### config.mk
export PLATFORM = sky130hd
export DESIGN_NAME = analog_io_param_decode
export DESIGN_NICKNAME = d
export VERILOG_FILES = /design/src/hdl/param_decode_pkg.sv /design/src/hdl/analog_io_param_decode.sv /design/src/hdl/meas_cycle_timer.sv
export SDC_FILE = /design/constraint.sdc
export NUM_CORES = 1
export LEC_CHECK = 0
export ABC_AREA = 1
export ABC_CLOCK_PERIOD_IN_PS = 7600
export BUFFER_PORTS_ARGS = -buffer_cell sky130_fd_sc_hd__buf_2
export CORE_MARGIN = 2
export CORE_UTILIZATION = 45
export CTS_CLUSTER_SIZE = 12
export DETAILED_ROUTE_END_ITERATION = 7
export SYNTH_ARGS = -nofsm -noshare
export SYNTH_HDL_FRONTEND = slang
export SYNTH_HIERARCHICAL = 1
export SYNTH_SLANG_ARGS = --single-unit
### constraint.sdc
create_clock -name sys_clk -period 7.6 [get_ports sys_clk]
set_clock_uncertainty 0.2 [all_clocks]
set_input_delay 0.76 -clock sys_clk [delete_from_list [all_inputs] [get_ports sys_clk]]
set_output_delay 0.76 -clock sys_clk [all_outputs]
set_load 0.005 [all_outputs]
### src/hdl/param_decode_pkg.sv
package param_decode_pkg;

	// system clock rate
	localparam int unsigned CLK_HZ = 20_000_000;
	localparam int unsigned MS_PER_S = 1000;

	// refresh periods of the voltage/current modules, in milliseconds
	localparam int unsigned T_AIO_20_MS = 20;
	localparam int unsigned T_AIO_100_MS = 100;
	localparam int unsigned T_AIO_200_MS = 200;
	localparam int unsigned T_AIO_500_MS = 500;

	// refresh periods of the thermometer module, in milliseconds
	localparam int unsigned T_RTD_250_MS = 250;
	localparam int unsigned T_RTD_1000_MS = 1000;
	localparam int unsigned T_RTD_2500_MS = 2500;
	localparam int unsigned T_RTD_10000_MS = 10000;

	// cycle counts derived from the times; 10 s at 20 MHz fits in 28 bits
	localparam int unsigned CYC_AIO_20 = T_AIO_20_MS * (CLK_HZ / MS_PER_S);
	localparam int unsigned CYC_AIO_100 = T_AIO_100_MS * (CLK_HZ / MS_PER_S);
	localparam int unsigned CYC_AIO_200 = T_AIO_200_MS * (CLK_HZ / MS_PER_S);
	localparam int unsigned CYC_AIO_500 = T_AIO_500_MS * (CLK_HZ / MS_PER_S);
	localparam int unsigned CYC_RTD_250 = T_RTD_250_MS * (CLK_HZ / MS_PER_S);
	localparam int unsigned CYC_RTD_1000 = T_RTD_1000_MS * (CLK_HZ / MS_PER_S);
	localparam int unsigned CYC_RTD_2500 = T_RTD_2500_MS * (CLK_HZ / MS_PER_S);
	localparam int unsigned CYC_RTD_10000 = T_RTD_10000_MS * (CLK_HZ / MS_PER_S);
	localparam int unsigned CNT_W = 28;

	// parameter byte selector on the write port
	localparam logic [1:0] SEL_FOUR_IN = 2'h0;
	localparam logic [1:0] SEL_MIXED = 2'h1;
	localparam logic [1:0] SEL_RTD_TYPE = 2'h2;
	localparam logic [1:0] SEL_RTD_UNIT = 2'h3;

	// field positions of the voltage/current parameter bytes
	localparam int unsigned AIO_SEL_LSB = 0;
	localparam int unsigned AIO_SEL_W = 4;
	localparam int unsigned AIO_RATE_LSB = 4;
	localparam int unsigned AIO_AVG_BIT = 6;
	// bit 7 reserved
	localparam logic [7:0] AIO_WRITE_MASK = 8'h7F;

	// field positions of the thermometer second byte; bits 7:4 reserved
	localparam int unsigned RTD_UNIT_LSB = 0;
	localparam int unsigned RTD_RATE_LSB = 2;
	localparam logic [7:0] RTD_UNIT_WRITE_MASK = 8'h0F;

	// values after reset: 100 ms refresh on the voltage/current modules, 250 ms on the thermometer, voltage everywhere, averaging off
	localparam logic [7:0] FOUR_IN_RESET = 8'h10;
	localparam logic [7:0] MIXED_RESET = 8'h10;
	localparam logic [7:0] RTD_TYPE_RESET = 8'h00;
	localparam logic [7:0] RTD_UNIT_RESET = 8'h00;

	// refresh rate codes
	typedef enum logic [1:0] {
		AIO_RATE_20MS,
		AIO_RATE_100MS,
		AIO_RATE_200MS,
		AIO_RATE_500MS
	} aio_rate_t;

	typedef enum logic [1:0] {
		RTD_RATE_250MS,
		RTD_RATE_1S,
		RTD_RATE_2500MS,
		RTD_RATE_10S
	} rtd_rate_t;

	// thermometer sensor kinds and display units
	typedef enum logic [1:0] {
		RTD_UNUSED,
		RTD_PT100,
		RTD_PT1000,
		RTD_NI1000
	} rtd_sensor_t;

	typedef enum logic [1:0] {
		UNIT_CELSIUS,
		UNIT_FAHRENHEIT,
		UNIT_BINARY,
		UNIT_UNDEFINED
	} rtd_unit_t;

endpackage
### src/hdl/analog_io_param_decode.sv
// Notes on behaviour
// [RULE1] four-input bits 0-3: voltage zero, current one
// [RULE2] four-input bits 5:4 pick 20/100/200/500 ms refresh
// [RULE3] four-input bit 6 averaging; bit 7 reserved zero
// [RULE4] mixed module: inputs, outputs, then same upper layout
// [RULE5] thermometer byte one: four two-bit sensor types
// [RULE6] thermometer byte two: unit, refresh rate, reserved
// [RULE7] configurator changes only the refresh field
// [RULE8] whole byte latched, applied at next cycle
module analog_io_param_decode
	import param_decode_pkg::*;
#(
	parameter int unsigned AIO_20_CYC = param_decode_pkg::CYC_AIO_20,
	parameter int unsigned AIO_100_CYC = param_decode_pkg::CYC_AIO_100,
	parameter int unsigned AIO_200_CYC = param_decode_pkg::CYC_AIO_200,
	parameter int unsigned AIO_500_CYC = param_decode_pkg::CYC_AIO_500,
	parameter int unsigned RTD_250_CYC = param_decode_pkg::CYC_RTD_250,
	parameter int unsigned RTD_1000_CYC = param_decode_pkg::CYC_RTD_1000,
	parameter int unsigned RTD_2500_CYC = param_decode_pkg::CYC_RTD_2500,
	parameter int unsigned RTD_10000_CYC = param_decode_pkg::CYC_RTD_10000
) (
	// clock and reset
	input wire logic sys_clk,
	input wire logic resetn,
	// parameter element write port
	input wire logic param_wr,
	input wire logic [1:0] param_sel,
	input wire logic [7:0] param_wdata,
	// parameter bytes as last written (read back)
	output logic [7:0] four_input_analog_config,
	output logic [7:0] mixed_analog_io_config,
	output logic [7:0] thermo_sensor_type_select,
	output logic [7:0] thermo_unit_and_rate,
	// written but not yet applied
	output logic four_in_pending,
	output logic mixed_pending,
	output logic rtd_pending,
	// four-input module, applied settings
	output logic [3:0] four_in_current_sel,
	output logic [1:0] four_in_rate,
	output logic four_in_avg_en,
	output logic four_in_meas_tick,
	// mixed module, applied settings
	output logic [1:0] mixed_in_current_sel,
	output logic [1:0] mixed_out_current_sel,
	output logic [1:0] mixed_rate,
	output logic mixed_avg_en,
	output logic mixed_meas_tick,
	// thermometer module, applied settings
	output logic [7:0] rtd_sensor_types,
	output logic [1:0] rtd_unit,
	output logic [1:0] rtd_rate,
	output logic rtd_meas_tick
);

	logic [7:0] four_in_active_reg;
	logic [7:0] mixed_active_reg;
	logic [7:0] rtd_type_active_reg;
	logic [7:0] rtd_unit_active_reg;
	logic [CNT_W-1:0] four_in_period;
	logic [CNT_W-1:0] mixed_period;
	logic [CNT_W-1:0] rtd_period;
	logic four_in_wr;
	logic mixed_wr;
	logic type_wr;
	logic unit_wr;

	assign four_in_wr = param_wr && (param_sel == SEL_FOUR_IN);
	assign mixed_wr = param_wr && (param_sel == SEL_MIXED);
	assign type_wr = param_wr && (param_sel == SEL_RTD_TYPE);
	assign unit_wr = param_wr && (param_sel == SEL_RTD_UNIT);

	// written bytes are stored whole; reserved bits are forced to zero so a
	// stray one there can never reach the decode
	always_ff @(posedge sys_clk) begin
		if (!resetn) begin
			four_input_analog_config <= FOUR_IN_RESET;
			mixed_analog_io_config <= MIXED_RESET;
			thermo_sensor_type_select <= RTD_TYPE_RESET;
			thermo_unit_and_rate <= RTD_UNIT_RESET;
		end else begin
			if (four_in_wr) begin
				four_input_analog_config <= param_wdata & AIO_WRITE_MASK; // [RULE3] [RULE8]
			end
			if (mixed_wr) begin
				mixed_analog_io_config <= param_wdata & AIO_WRITE_MASK; // [RULE4] [RULE8]
			end
			if (type_wr) begin
				thermo_sensor_type_select <= param_wdata; // [RULE5] [RULE8]
			end
			if (unit_wr) begin
				thermo_unit_and_rate <= param_wdata & RTD_UNIT_WRITE_MASK; // [RULE6] [RULE8]
			end
		end
	end

	// pending flags: a write in the same cycle as the applying tick wins,
	// since that write has not been copied yet
	always_ff @(posedge sys_clk) begin
		if (!resetn) begin
			four_in_pending <= 1'b0;
		end else if (four_in_wr) begin
			four_in_pending <= 1'b1; // [RULE8]
		end else if (four_in_meas_tick) begin
			four_in_pending <= 1'b0; // [RULE8]
		end
	end

	// mixed module pending flag, same set-wins order
	always_ff @(posedge sys_clk) begin
		if (!resetn) begin
			mixed_pending <= 1'b0;
		end else if (mixed_wr) begin
			mixed_pending <= 1'b1; // [RULE8]
		end else if (mixed_meas_tick) begin
			mixed_pending <= 1'b0; // [RULE8]
		end
	end

	// both thermometer bytes share one flag because they are applied together
	always_ff @(posedge sys_clk) begin
		if (!resetn) begin
			rtd_pending <= 1'b0;
		end else if (type_wr || unit_wr) begin
			rtd_pending <= 1'b1; // [RULE8]
		end else if (rtd_meas_tick) begin
			rtd_pending <= 1'b0; // [RULE8]
		end
	end

	// settings take effect only at a cycle boundary, so one measurement never
	// mixes old and new sensor kinds; cost is up to one period of latency
	always_ff @(posedge sys_clk) begin
		if (!resetn) begin
			four_in_active_reg <= FOUR_IN_RESET;
		end else if (four_in_meas_tick) begin
			four_in_active_reg <= four_input_analog_config; // [RULE8]
		end
	end

	// mixed module applied byte
	always_ff @(posedge sys_clk) begin
		if (!resetn) begin
			mixed_active_reg <= MIXED_RESET;
		end else if (mixed_meas_tick) begin
			mixed_active_reg <= mixed_analog_io_config; // [RULE8]
		end
	end

	// thermometer bytes move together so type and unit never disagree
	always_ff @(posedge sys_clk) begin
		if (!resetn) begin
			rtd_type_active_reg <= RTD_TYPE_RESET;
			rtd_unit_active_reg <= RTD_UNIT_RESET;
		end else if (rtd_meas_tick) begin
			rtd_type_active_reg <= thermo_sensor_type_select; // [RULE8]
			rtd_unit_active_reg <= thermo_unit_and_rate; // [RULE8]
		end
	end

	// field decode of the applied bytes, straight slices of flip-flops
	assign four_in_current_sel = four_in_active_reg[AIO_SEL_LSB +: AIO_SEL_W]; // [RULE1]
	assign four_in_rate = four_in_active_reg[AIO_RATE_LSB +: 2]; // [RULE2]
	assign four_in_avg_en = four_in_active_reg[AIO_AVG_BIT]; // [RULE3]
	assign mixed_in_current_sel = mixed_active_reg[AIO_SEL_LSB +: 2]; // [RULE4]
	assign mixed_out_current_sel = mixed_active_reg[AIO_SEL_LSB + 2 +: 2]; // [RULE4]
	assign mixed_rate = mixed_active_reg[AIO_RATE_LSB +: 2]; // [RULE4]
	assign mixed_avg_en = mixed_active_reg[AIO_AVG_BIT]; // [RULE4]
	assign rtd_sensor_types = rtd_type_active_reg; // [RULE5]
	assign rtd_unit = rtd_unit_active_reg[RTD_UNIT_LSB +: 2]; // [RULE6]
	assign rtd_rate = rtd_unit_active_reg[RTD_RATE_LSB +: 2]; // [RULE6]

	// refresh period lookup for the four-input module
	always_comb begin
		case (aio_rate_t'(four_in_rate))
			AIO_RATE_20MS: four_in_period = CNT_W'(AIO_20_CYC); // [RULE2]
			AIO_RATE_100MS: four_in_period = CNT_W'(AIO_100_CYC); // [RULE2]
			AIO_RATE_200MS: four_in_period = CNT_W'(AIO_200_CYC); // [RULE2]
			AIO_RATE_500MS: four_in_period = CNT_W'(AIO_500_CYC); // [RULE2]
			default: four_in_period = CNT_W'(AIO_100_CYC);
		endcase
	end

	// refresh period lookup for the mixed module
	always_comb begin
		case (aio_rate_t'(mixed_rate))
			AIO_RATE_20MS: mixed_period = CNT_W'(AIO_20_CYC); // [RULE4]
			AIO_RATE_100MS: mixed_period = CNT_W'(AIO_100_CYC); // [RULE4]
			AIO_RATE_200MS: mixed_period = CNT_W'(AIO_200_CYC); // [RULE4]
			AIO_RATE_500MS: mixed_period = CNT_W'(AIO_500_CYC); // [RULE4]
			default: mixed_period = CNT_W'(AIO_100_CYC);
		endcase
	end

	// refresh period lookup for the thermometer module
	always_comb begin
		case (rtd_rate_t'(rtd_rate))
			RTD_RATE_250MS: rtd_period = CNT_W'(RTD_250_CYC); // [RULE6]
			RTD_RATE_1S: rtd_period = CNT_W'(RTD_1000_CYC); // [RULE6]
			RTD_RATE_2500MS: rtd_period = CNT_W'(RTD_2500_CYC); // [RULE6]
			RTD_RATE_10S: rtd_period = CNT_W'(RTD_10000_CYC); // [RULE6]
			default: rtd_period = CNT_W'(RTD_250_CYC);
		endcase
	end

	// one measurement-cycle timer per module
	meas_cycle_timer #(.W(CNT_W)) four_in_timer (
		.sys_clk(sys_clk),
		.resetn(resetn),
		.period(four_in_period),
		.tick(four_in_meas_tick)
	);

	meas_cycle_timer #(.W(CNT_W)) mixed_timer (
		.sys_clk(sys_clk),
		.resetn(resetn),
		.period(mixed_period),
		.tick(mixed_meas_tick)
	);

	meas_cycle_timer #(.W(CNT_W)) rtd_timer (
		.sys_clk(sys_clk),
		.resetn(resetn),
		.period(rtd_period),
		.tick(rtd_meas_tick)
	);

endmodule

### src/hdl/meas_cycle_timer.sv
module meas_cycle_timer
	import param_decode_pkg::*;
#(
	parameter int unsigned W = param_decode_pkg::CNT_W
) (
	// clock and reset
	input wire logic sys_clk,
	input wire logic resetn,
	// period in clock cycles, at least one
	input wire logic [W-1:0] period,
	// one-cycle pulse at the start of each measurement cycle
	output logic tick
);

	logic [W-1:0] count_reg;

	// counting up and comparing with the last value tolerates a period that
	// shrinks below the current count: the cycle simply ends at once
	always_ff @(posedge sys_clk) begin
		if (!resetn) begin
			count_reg <= '0;
			tick <= 1'b0;
		end else if (count_reg >= period - W'(1)) begin
			count_reg <= '0;
			tick <= 1'b1;
		end else begin
			count_reg <= count_reg + W'(1);
			tick <= 1'b0;
		end
	end

endmodule

==> results of run 1 <==
-- final timing paths --
path,start,to,slack [ns]
max,four_in_active_reg[4]$_SDFFE_PN1P_,four_in_timer/count_reg[13]$_SDFF_PP0_,3.73
min,thermo_unit_and_rate[0]$_SDFFE_PN0P_,rtd_unit_active_reg[0]$_SDFFE_PN0P_,0.27
max reg2reg,four_in_active_reg[4]$_SDFFE_PN1P_,four_in_timer/count_reg[13]$_SDFF_PP0_,3.73
min reg2reg,thermo_unit_and_rate[0]$_SDFFE_PN0P_,rtd_unit_active_reg[0]$_SDFFE_PN0P_,0.27
-- area by class of cell --
| class | count | area, um2 | share of cell area, % |
|---|---|---|---|
| clock inverters | 14 | 148 | 1.19 |
| multi-input cells | 1336 | 7430 | 60.1 |
| clock buffers | 18 | 439 | 3.55 |
| repair buffers | 72 | 365 | 2.95 |
| inverters | 199 | 747 | 6.04 |
| well taps | 319 | 399 | 3.23 |
| flip-flops and latches | 142 | 2840 | 23.0 |
-- power breakdown --
part           internal, W  switching [W]  leakage [nW]
sequential        0.000756      0.0000131          1.15
combinational    0.0000426      0.0000742          4.34
clock             0.000472       0.000373         0.286
total              0.00127       0.000461          5.77
-- cells by family (layout without fill, tap and decap cells) --
kind of cell	count (synthesis)	after routing
AO/OA/AOI/OAI	107	107
XOR/XNOR	140	140
adder cells (fa/ha/maj)	109	109
buffers and inverters	225	303
flip-flops	142	142
other	1	99
AND/OR/NAND/NOR	881	881
-- cell usage in the layout (no fill, tap or decap), drive strengths merged, types with 61 or more instances in the layout --
cell type	n
buf	72
conb	99
xnor2	66
nor2	352
xor2	74
ha	109
a21oi	61
inv	206
dfxtp	142
nand2	371
nand3	71
-- worst register-to-register path: stages (launching register included) --
cell and delay (ns):
dfxtp_1 0.40, inv_1 0.13, ha_1 0.37, or2_2 0.39, nor2_1 0.18, and2_1 0.17
nand3_1 0.08, nor2_2 0.20, nand2_1 0.09, xnor2_1 0.14, inv_1 0.05, ha_1 0.28
nand2_1 0.09, nor2_1 0.05, and2_4 0.15, nand2_1 0.06, nand3_1 0.07, nor2_2 0.16
nand3_4 0.32, nor2_1 0.21
-- stage by stage --
stage / worst slack [ns] / hold slack (ns) / cells / util [%]
final: 3.73 / 0.267 / 2100 / 52.6
after global routing: 3.36 / 0.292 / 2100 / 52.6
after CTS: 3.73 / 0.270 / 2100 / 52.6
after detailed placement: 3.75 / 0.254 / 2068 / 50.1
after global placement: 3.81 / 0.246 / 2068 / 50.1
after floorplan: 4.21 / 0.256 / 1703 / -
-- routing by layer --
layer	wire length, um	vias to the layer above
met5	0	-
met4	269	0
met3	1010	20
met2	11400	159
met1	12700	4277
li1	-	5253
==> out/results.tsv, run 1 <==
stage	metric	value	unit
power	ir_drop	0.000117	V
finish	diodes	0	
min_path	hp-class	reg2reg	
placed_design	io_buffers	70	
setup_path	path_max_fanout	28	
floorplanning	start_util	46.0	%
setup_path	cp.arrival	4.02	ns
detailed_routing	drcViolationCount	0	
yosys	synth_seq_cells	142	
setup_path	timing.critical_path.cells	inv_1, ha_1, or2_2, nor2_1, and2_1, nand3_1, nor2_2, nand2_1, xnor2_1, inv_1, ha_1, nand2_1, nor2_1, and2_4, nand2_1, nand3_1, nor2_2, nand3_4, nor2_1	
floorplanning	pin_count	77	
cts	cts_sinks	142	
yosys	syn_avg_cell_area	6.74	um2
cts	clockBufferDepth	2	
yosys	synth_area	10800	um2
finish	n_fill_cell	2399	
cts	cts_root_buf	clkbuf_16	
detailed_routing	post_drt_wl_per_cell	12.1	um
yosys	synth_top_area_share	26.3	%
yosys	yosys-top-cells-area	dfxtp_1 26%, ha_1 13%, nand2_1 13%	
yosys	synthArstFlopShare	0	%
job	drv_cap	0	
power	p_leak	5.77	nW
yosys	synthXorXnorAreaFrac	11.3	%
yosys	synth-edff-count	0	
cts	cts_made_buffers	17	
cts	cts_resized	0	
detailed_routing	vias_per_cell	4.62	
sta	setup_viol	0	
yosys	synth.most_common_cell	nand2_1	
finish	nNetsFinal	1890	
yosys	synth_mux_area_share	0	%
yosys	synthSimpleGateAreaFrac	36.1	%
placed_design	hpwl	19800	um
setup_path	max_stage_delay	0.40	ns
yosys	synthDistinctLibCells	39	
sta	min_period	3.87	ns
cts	cts_tree	done	
detailed_routing	drt-total-wl	25400	um
floorplanning	die-area	25300	um2
yosys	yosysWarnings	6	
global_route	use_met2	33.6	%
sta	worst_pin_slew	0.636	ns
yosys	synthFlopType	dfxtp_1	
sta	setup_tns	0	ns
sta	slew_viol_final	0	
finish	stdcell_area	12400	um2
floorplanning	core-area	23500	um2
sta	max_freq	258	MHz
floorplanning	die_w	159	um
placed_design	place_congestion	0.859	
cts	cts.clk_slew.worst_paths	0.07	ns
setup_path	cp_top_family	simple AND/OR/NAND/NOR gates	
setup_path	end_kind	flop	
setup_path	worstRegToRegCells	19	
global_route	busiest_layer	met2	
sta	rsz0062_at_grt	no	
setup_path	start_kind	flop	
yosys	synth_area_leader_cell	dfxtp_1	
global_route	gr-usage-all-layers	20.4	%
sta	slew_headroom	57.6	%
min_path	whs_path_depth	2	
cts	holdBufCountCts	0	
global_route	antenna_found_initial	0	
finish	areaGrowthSynthToFinish	14.4	%
sta	timing.final.crit_share	50.9	%
power	power	0.00173	W
setup_path	crit_buf_inv	2	
floorplanning	die_y	159	um
status	status	completed	
global_route	grt_use_met1	27.5	%
global_route	grt_max_degree	58	
floorplanning	rows	56	
global_route	grt_pass1_wl	43100	um
setup_path	worstSetupPathDepth	19	
finish	drive_gt1_share	9.88	%
yosys	synthAdderAreaFrac	12.6	%
setup_path	cp.required	7.75	ns
global_route	use_met3	3.72	%
placed_design	postPlaceCellArea	11800	um2
sta	hold_violations	0	
setup_path	critPathKind	reg2reg	
yosys	seq_area_frac_synth	26.3	%
cts	htree_levels	4	
yosys	synth_common_cells	363 x nand2_1, 323 x nor2_1, 197 x inv_1	
cts	post_cts_buffers	0	
yosys	synth_top_family_by_area	simple AND/OR/NAND/NOR gates	
yosys	netlist_instances	1605	
power	p_per_area	140	nW/um2
global_route	grt-ovfl-total	0	
cts	clk_latency	0.43	ns
global_route	grt_pass1_vias	9144	
yosys	synth_compound_area_share	5.20	%
detailed_routing	ant_nets	0	
detailed_routing	first_pass_iters	5	
detailed_routing	drtIter0Drc	538	
detailed_routing	vias	9709	
setup_path	cp_slowest_cell	dfxtp_1	
Note: power is estimated with default switching activity, not from simulation.
==> inputs of run 2 (changes only) <==
- ABC_AREA: 1 -> 0
- ABC_CLOCK_PERIOD_IN_PS: 7600 -> 3400
- PLACE_DENSITY: not set -> 0.65
- clock period: 7.6 -> 3.4 ns (I/O delays scaled with it)
==> run 2 against run 1 <==
Against the previous run:
- the run now ends with setup timing left
- sequential power up 120%
- worst setup slack worse by 4.4 ns
- core utilization up 11 points
- critical path depth down 5
- register-to-register slack worse by 4.4 ns
==> out/results.tsv, run 2 <==
stage	metric	value	unit	change
status	status	finished with violations		
status	violations	setup timing		
floorplanning	die_w	153	um	-4.0%
sta	setup_tns	-49.76	ns	-49.76 ns
sta	rsz0062_at_grt	yes		
setup_path	end_kind	flop		
global_route	grt-ovfl-total	0		unchanged
floorplanning	rows	54		-3.6%
finish	nNetsFinal	1535		-19%
finish	final_cells	1706		-19%
global_route	antenna_found_initial	0		unchanged
sta	slew_viol_final	0		unchanged
detailed_routing	ant_nets	0		unchanged
setup_path	cp.required	3.54	ns	-4.21 ns
cts	cts_made_buffers	17		unchanged
setup_path	critPathKind	reg2reg		
yosys	synthFlopType	dfxtp_1		
setup_path	start_kind	flop		
yosys	synthArstFlopShare	0	%	unchanged
yosys	synth_common_cells	142 x dfxtp_1, 109 x ha_1, 100 x xnor2_1		
placed_design	place_congestion	0.848		-1.4%
power	power	0.00388	W	+120%
sta	max_freq	246	MHz	-4.9%
power	ir_drop	0.000394	V	+240%
min_path	hp-class	in2reg		
sta	timing.final.crit_share	120	%	+69 points
setup_path	crit_path_start	four_in_active_reg[4]$_SDFFE_PN1P_		
global_route	gr-usage-all-layers	20.2	%	-0.12 points
floorplanning	start_util	45.8	%	-0.19 points
setup_path	cp.arrival	4.22	ns	+0.20 ns
setup_path	r2r-end	four_in_timer/count_reg[12]$_SDFF_PP0_		
sta	hold_violations	0		unchanged
setup_path	worstRegToRegCells	14		-5
yosys	synthDistinctLibCells	59		+51%
finish	areaGrowthSynthToFinish	39.4	%	
detailed_routing	drcViolationCount	0		unchanged
detailed_routing	vias	8945		-7.9%
min_path	hold_start	param_wdata[5]		
cts	clockBufferDepth	2		unchanged
detailed_routing	post_drt_wl_per_cell	14.9	um	+23%
power	p_per_area	280	nW/um2	+100%
global_route	grt_max_degree	54		-6.9%
finish	final_cell_mix	136 x dfxtp_1, 110 x buf_4, 107 x conb_1		
power	p_leak	5.60	nW	-3.1%
yosys	synth.most_common_cell	dfxtp_1		
job	drv_cap	0		unchanged
yosys	synth_area	9960	um2	-8.0%
setup_path	path_max_fanout	28		unchanged
yosys	synth_top_area_share	28.5	%	+2.3 points
cts	clk_latency	0.43	ns	about the same
global_route	grt_pass1_wl	40100	um	-7.0%
finish	drive_gt1_share	30.0	%	+20 points
sta	slew_headroom	24.9	%	-33 points
detailed_routing	first_pass_iters	7		+2
floorplanning	pin_count	77		unchanged
sta	whs	0.0629	ns	-0.204 ns
setup_path	r2r_slack	-0.67	ns	-4.40 ns
yosys	synth_area_leader_cell	dfxtp_1		
yosys	synth_seq_cells	142		unchanged
sta	min_period	4.07	ns	+0.201 ns
cts	cts_tree	done		
detailed_routing	drtIter0Drc	500		-7.1%
yosys	synth-edff-count	0		unchanged
sta	setup_slack	-0.672	ns	-4.40 ns
setup_path	cp_slowest_cell	or4b_4		
yosys	yosys-top-cells-area	dfxtp_1 29%, ha_1 14%, xnor2_1 8.8%		
setup_path	max_stage_delay	0.53	ns	+0.13 ns
placed_design	io_buffers	70		unchanged
placed_design	hpwl	16900	um	-14%
cts	cts_sinks	142		unchanged
yosys	netlist_instances	1115		-31%
cts	cts.clk_slew.worst_paths	0.07	ns	about the same
yosys	seq_area_frac_synth	28.5	%	+2.3 points
detailed_routing	vias_per_cell	5.24		+13%
cts	htree_levels	4		unchanged
yosys	syn_avg_cell_area	8.93	um2	+32%
placed_design	dp_cells	1619		-22%
setup_path	timing.critical_path.cells	inv_4, ha_4, or2_4, or4_4, or4b_4, or3_4, nor3b_2, xnor2_1, ha_1, and4_1, a221oi_2, o211ai_1, clkbuf_16, nor3_1		
floorplanning	die-area	23300	um2	-7.8%
finish	layout_commonest_cell	dfxtp_1		
setup_path	reg2reg_from	four_in_active_reg[4]$_SDFFE_PN1P_		
floorplanning	core-area	21800	um2	-7.6%
global_route	grt_pass1_vias	8357		-8.6%
placed_design	place_ws	-0.645	ns	-4.40 ns
sta	setup_viol	87		+87
detailed_routing	drt-total-wl	25400	um	about the same
yosys	yosysWarnings	6		unchanged
cts	cts_root_buf	clkbuf_16		
finish	diodes	0		unchanged
sta	worst_pin_slew	1.12	ns	+0.483 ns
setup_path	critPathCapture	four_in_timer/count_reg[12]$_SDFF_PP0_		
floorplanning	die_y	153	um	-4.0%
-- run 2: cell types whose count changed in the layout (fill, tap and decap cells not counted), sizes merged, moves of 20 or more --
cell	before	now
inv	206	48
nand4	19	39
buf	72	206
xnor2	66	100
nor4	3	61
nand2	371	98
nor2	352	51
nor3	43	94
nand3	71	38
a21oi	61	33
nor2b	0	36
mux2i	0	50
-- run 2: logic make-up (layout without fill, tap and decap cells) --
kind of cell / after synthesis / after routing / synth area share, %
compound gates: 79 / 79 / 5.00
xor+xnor: 155 / 155 / 13.6
fa+ha+maj: 109 / 109 / 13.7
buf+inv: 84 / 289 / 4.20
flops: 142 / 142 / 28.5
mux: 50 / 50 / 5.03
other cells: 1 / 107 / 0.0377
simple gates: 495 / 495 / 29.9
-- run 2: what timing repair did --
| item | CTS | global route |
|---|---|---|
| gates resized for setup | 43 | 92 |
| setup endpoints to repair | 87 | 87 |
| hold buffers | 4 | 0 |
| hold endpoints to repair | 3 | 0 |
| gates cloned | 5 | 9 |
| pin swaps | 21 | 41 |
| buffers inserted | 28 | 14 |
-- run 2: cell type report --
class,instances,area (um2)
Inverter,40,168
Multi-Input combinational cell,995,8050
Clock buffer,17,425
Sequential cell,142,2870
Clock inverter,15,181
Timing Repair Buffer,217,1840
Fill cell,1781,7870
Tap cell,280,350
-- run 2: through the flow --
step | utilization (%) | area (um2)
global placement | 54.9 | 12000
CTS | 60.4 | 13100
global route | 63.8 | 13900
floorplan | - | 10800
finish | 63.8 | 13900
detailed placement | 54.9 | 12000
-- run 2: worst min path at each step --
stage / to / depth (start not counted)
floorplan: mixed_timer/tick$_SDFF_PN0_ / 1
global route: mixed_analog_io_config[5]$_SDFFE_PN0P_ / 3
CTS: mixed_analog_io_config[6]$_SDFFE_PN0P_ / 3
global placement: four_input_analog_config[6]$_SDFFE_PN0P_ / 2
finish: mixed_analog_io_config[5]$_SDFFE_PN0P_ / 3
detailed placement: four_input_analog_config[1]$_SDFFE_PN0P_ / 2
-- run 2: metal layers --
| metal | up-vias | wire [um] | global-route usage [%] |
|---|---|---|---|
| met2 | 185 | 12600 | 34.3 |
| met1 | 4241 | 11300 | 26.8 |
| li1 | 4480 | - | - |
| met4 | 0 | 486 | 5.07 |
| met3 | 39 | 925 | 3.47 |
| met5 | - | 0 | 0 |
-- run 2: report_power, final --
part           switching (W)  internal, W  leakage [nW]
sequential         0.0000264      0.00168          1.15
clock               0.000903      0.00101         0.299
combinational       0.000152     0.000114          4.15
-- run 2: worst max-delay path, delay by kind of cell, from the launching register on --
| family | cells | cell delay (ns) |
|---|---|---|
| XOR/XNOR | 1 | 0.08 |
| buffers and inverters | 2 | 0.27 |
| AO/OA/AOI/OAI | 2 | 0.43 |
| flip-flops | 1 | 0.38 |
| adder cells (fa/ha/maj) | 2 | 0.47 |
| AND/OR/NAND/NOR | 7 | 2.15 |
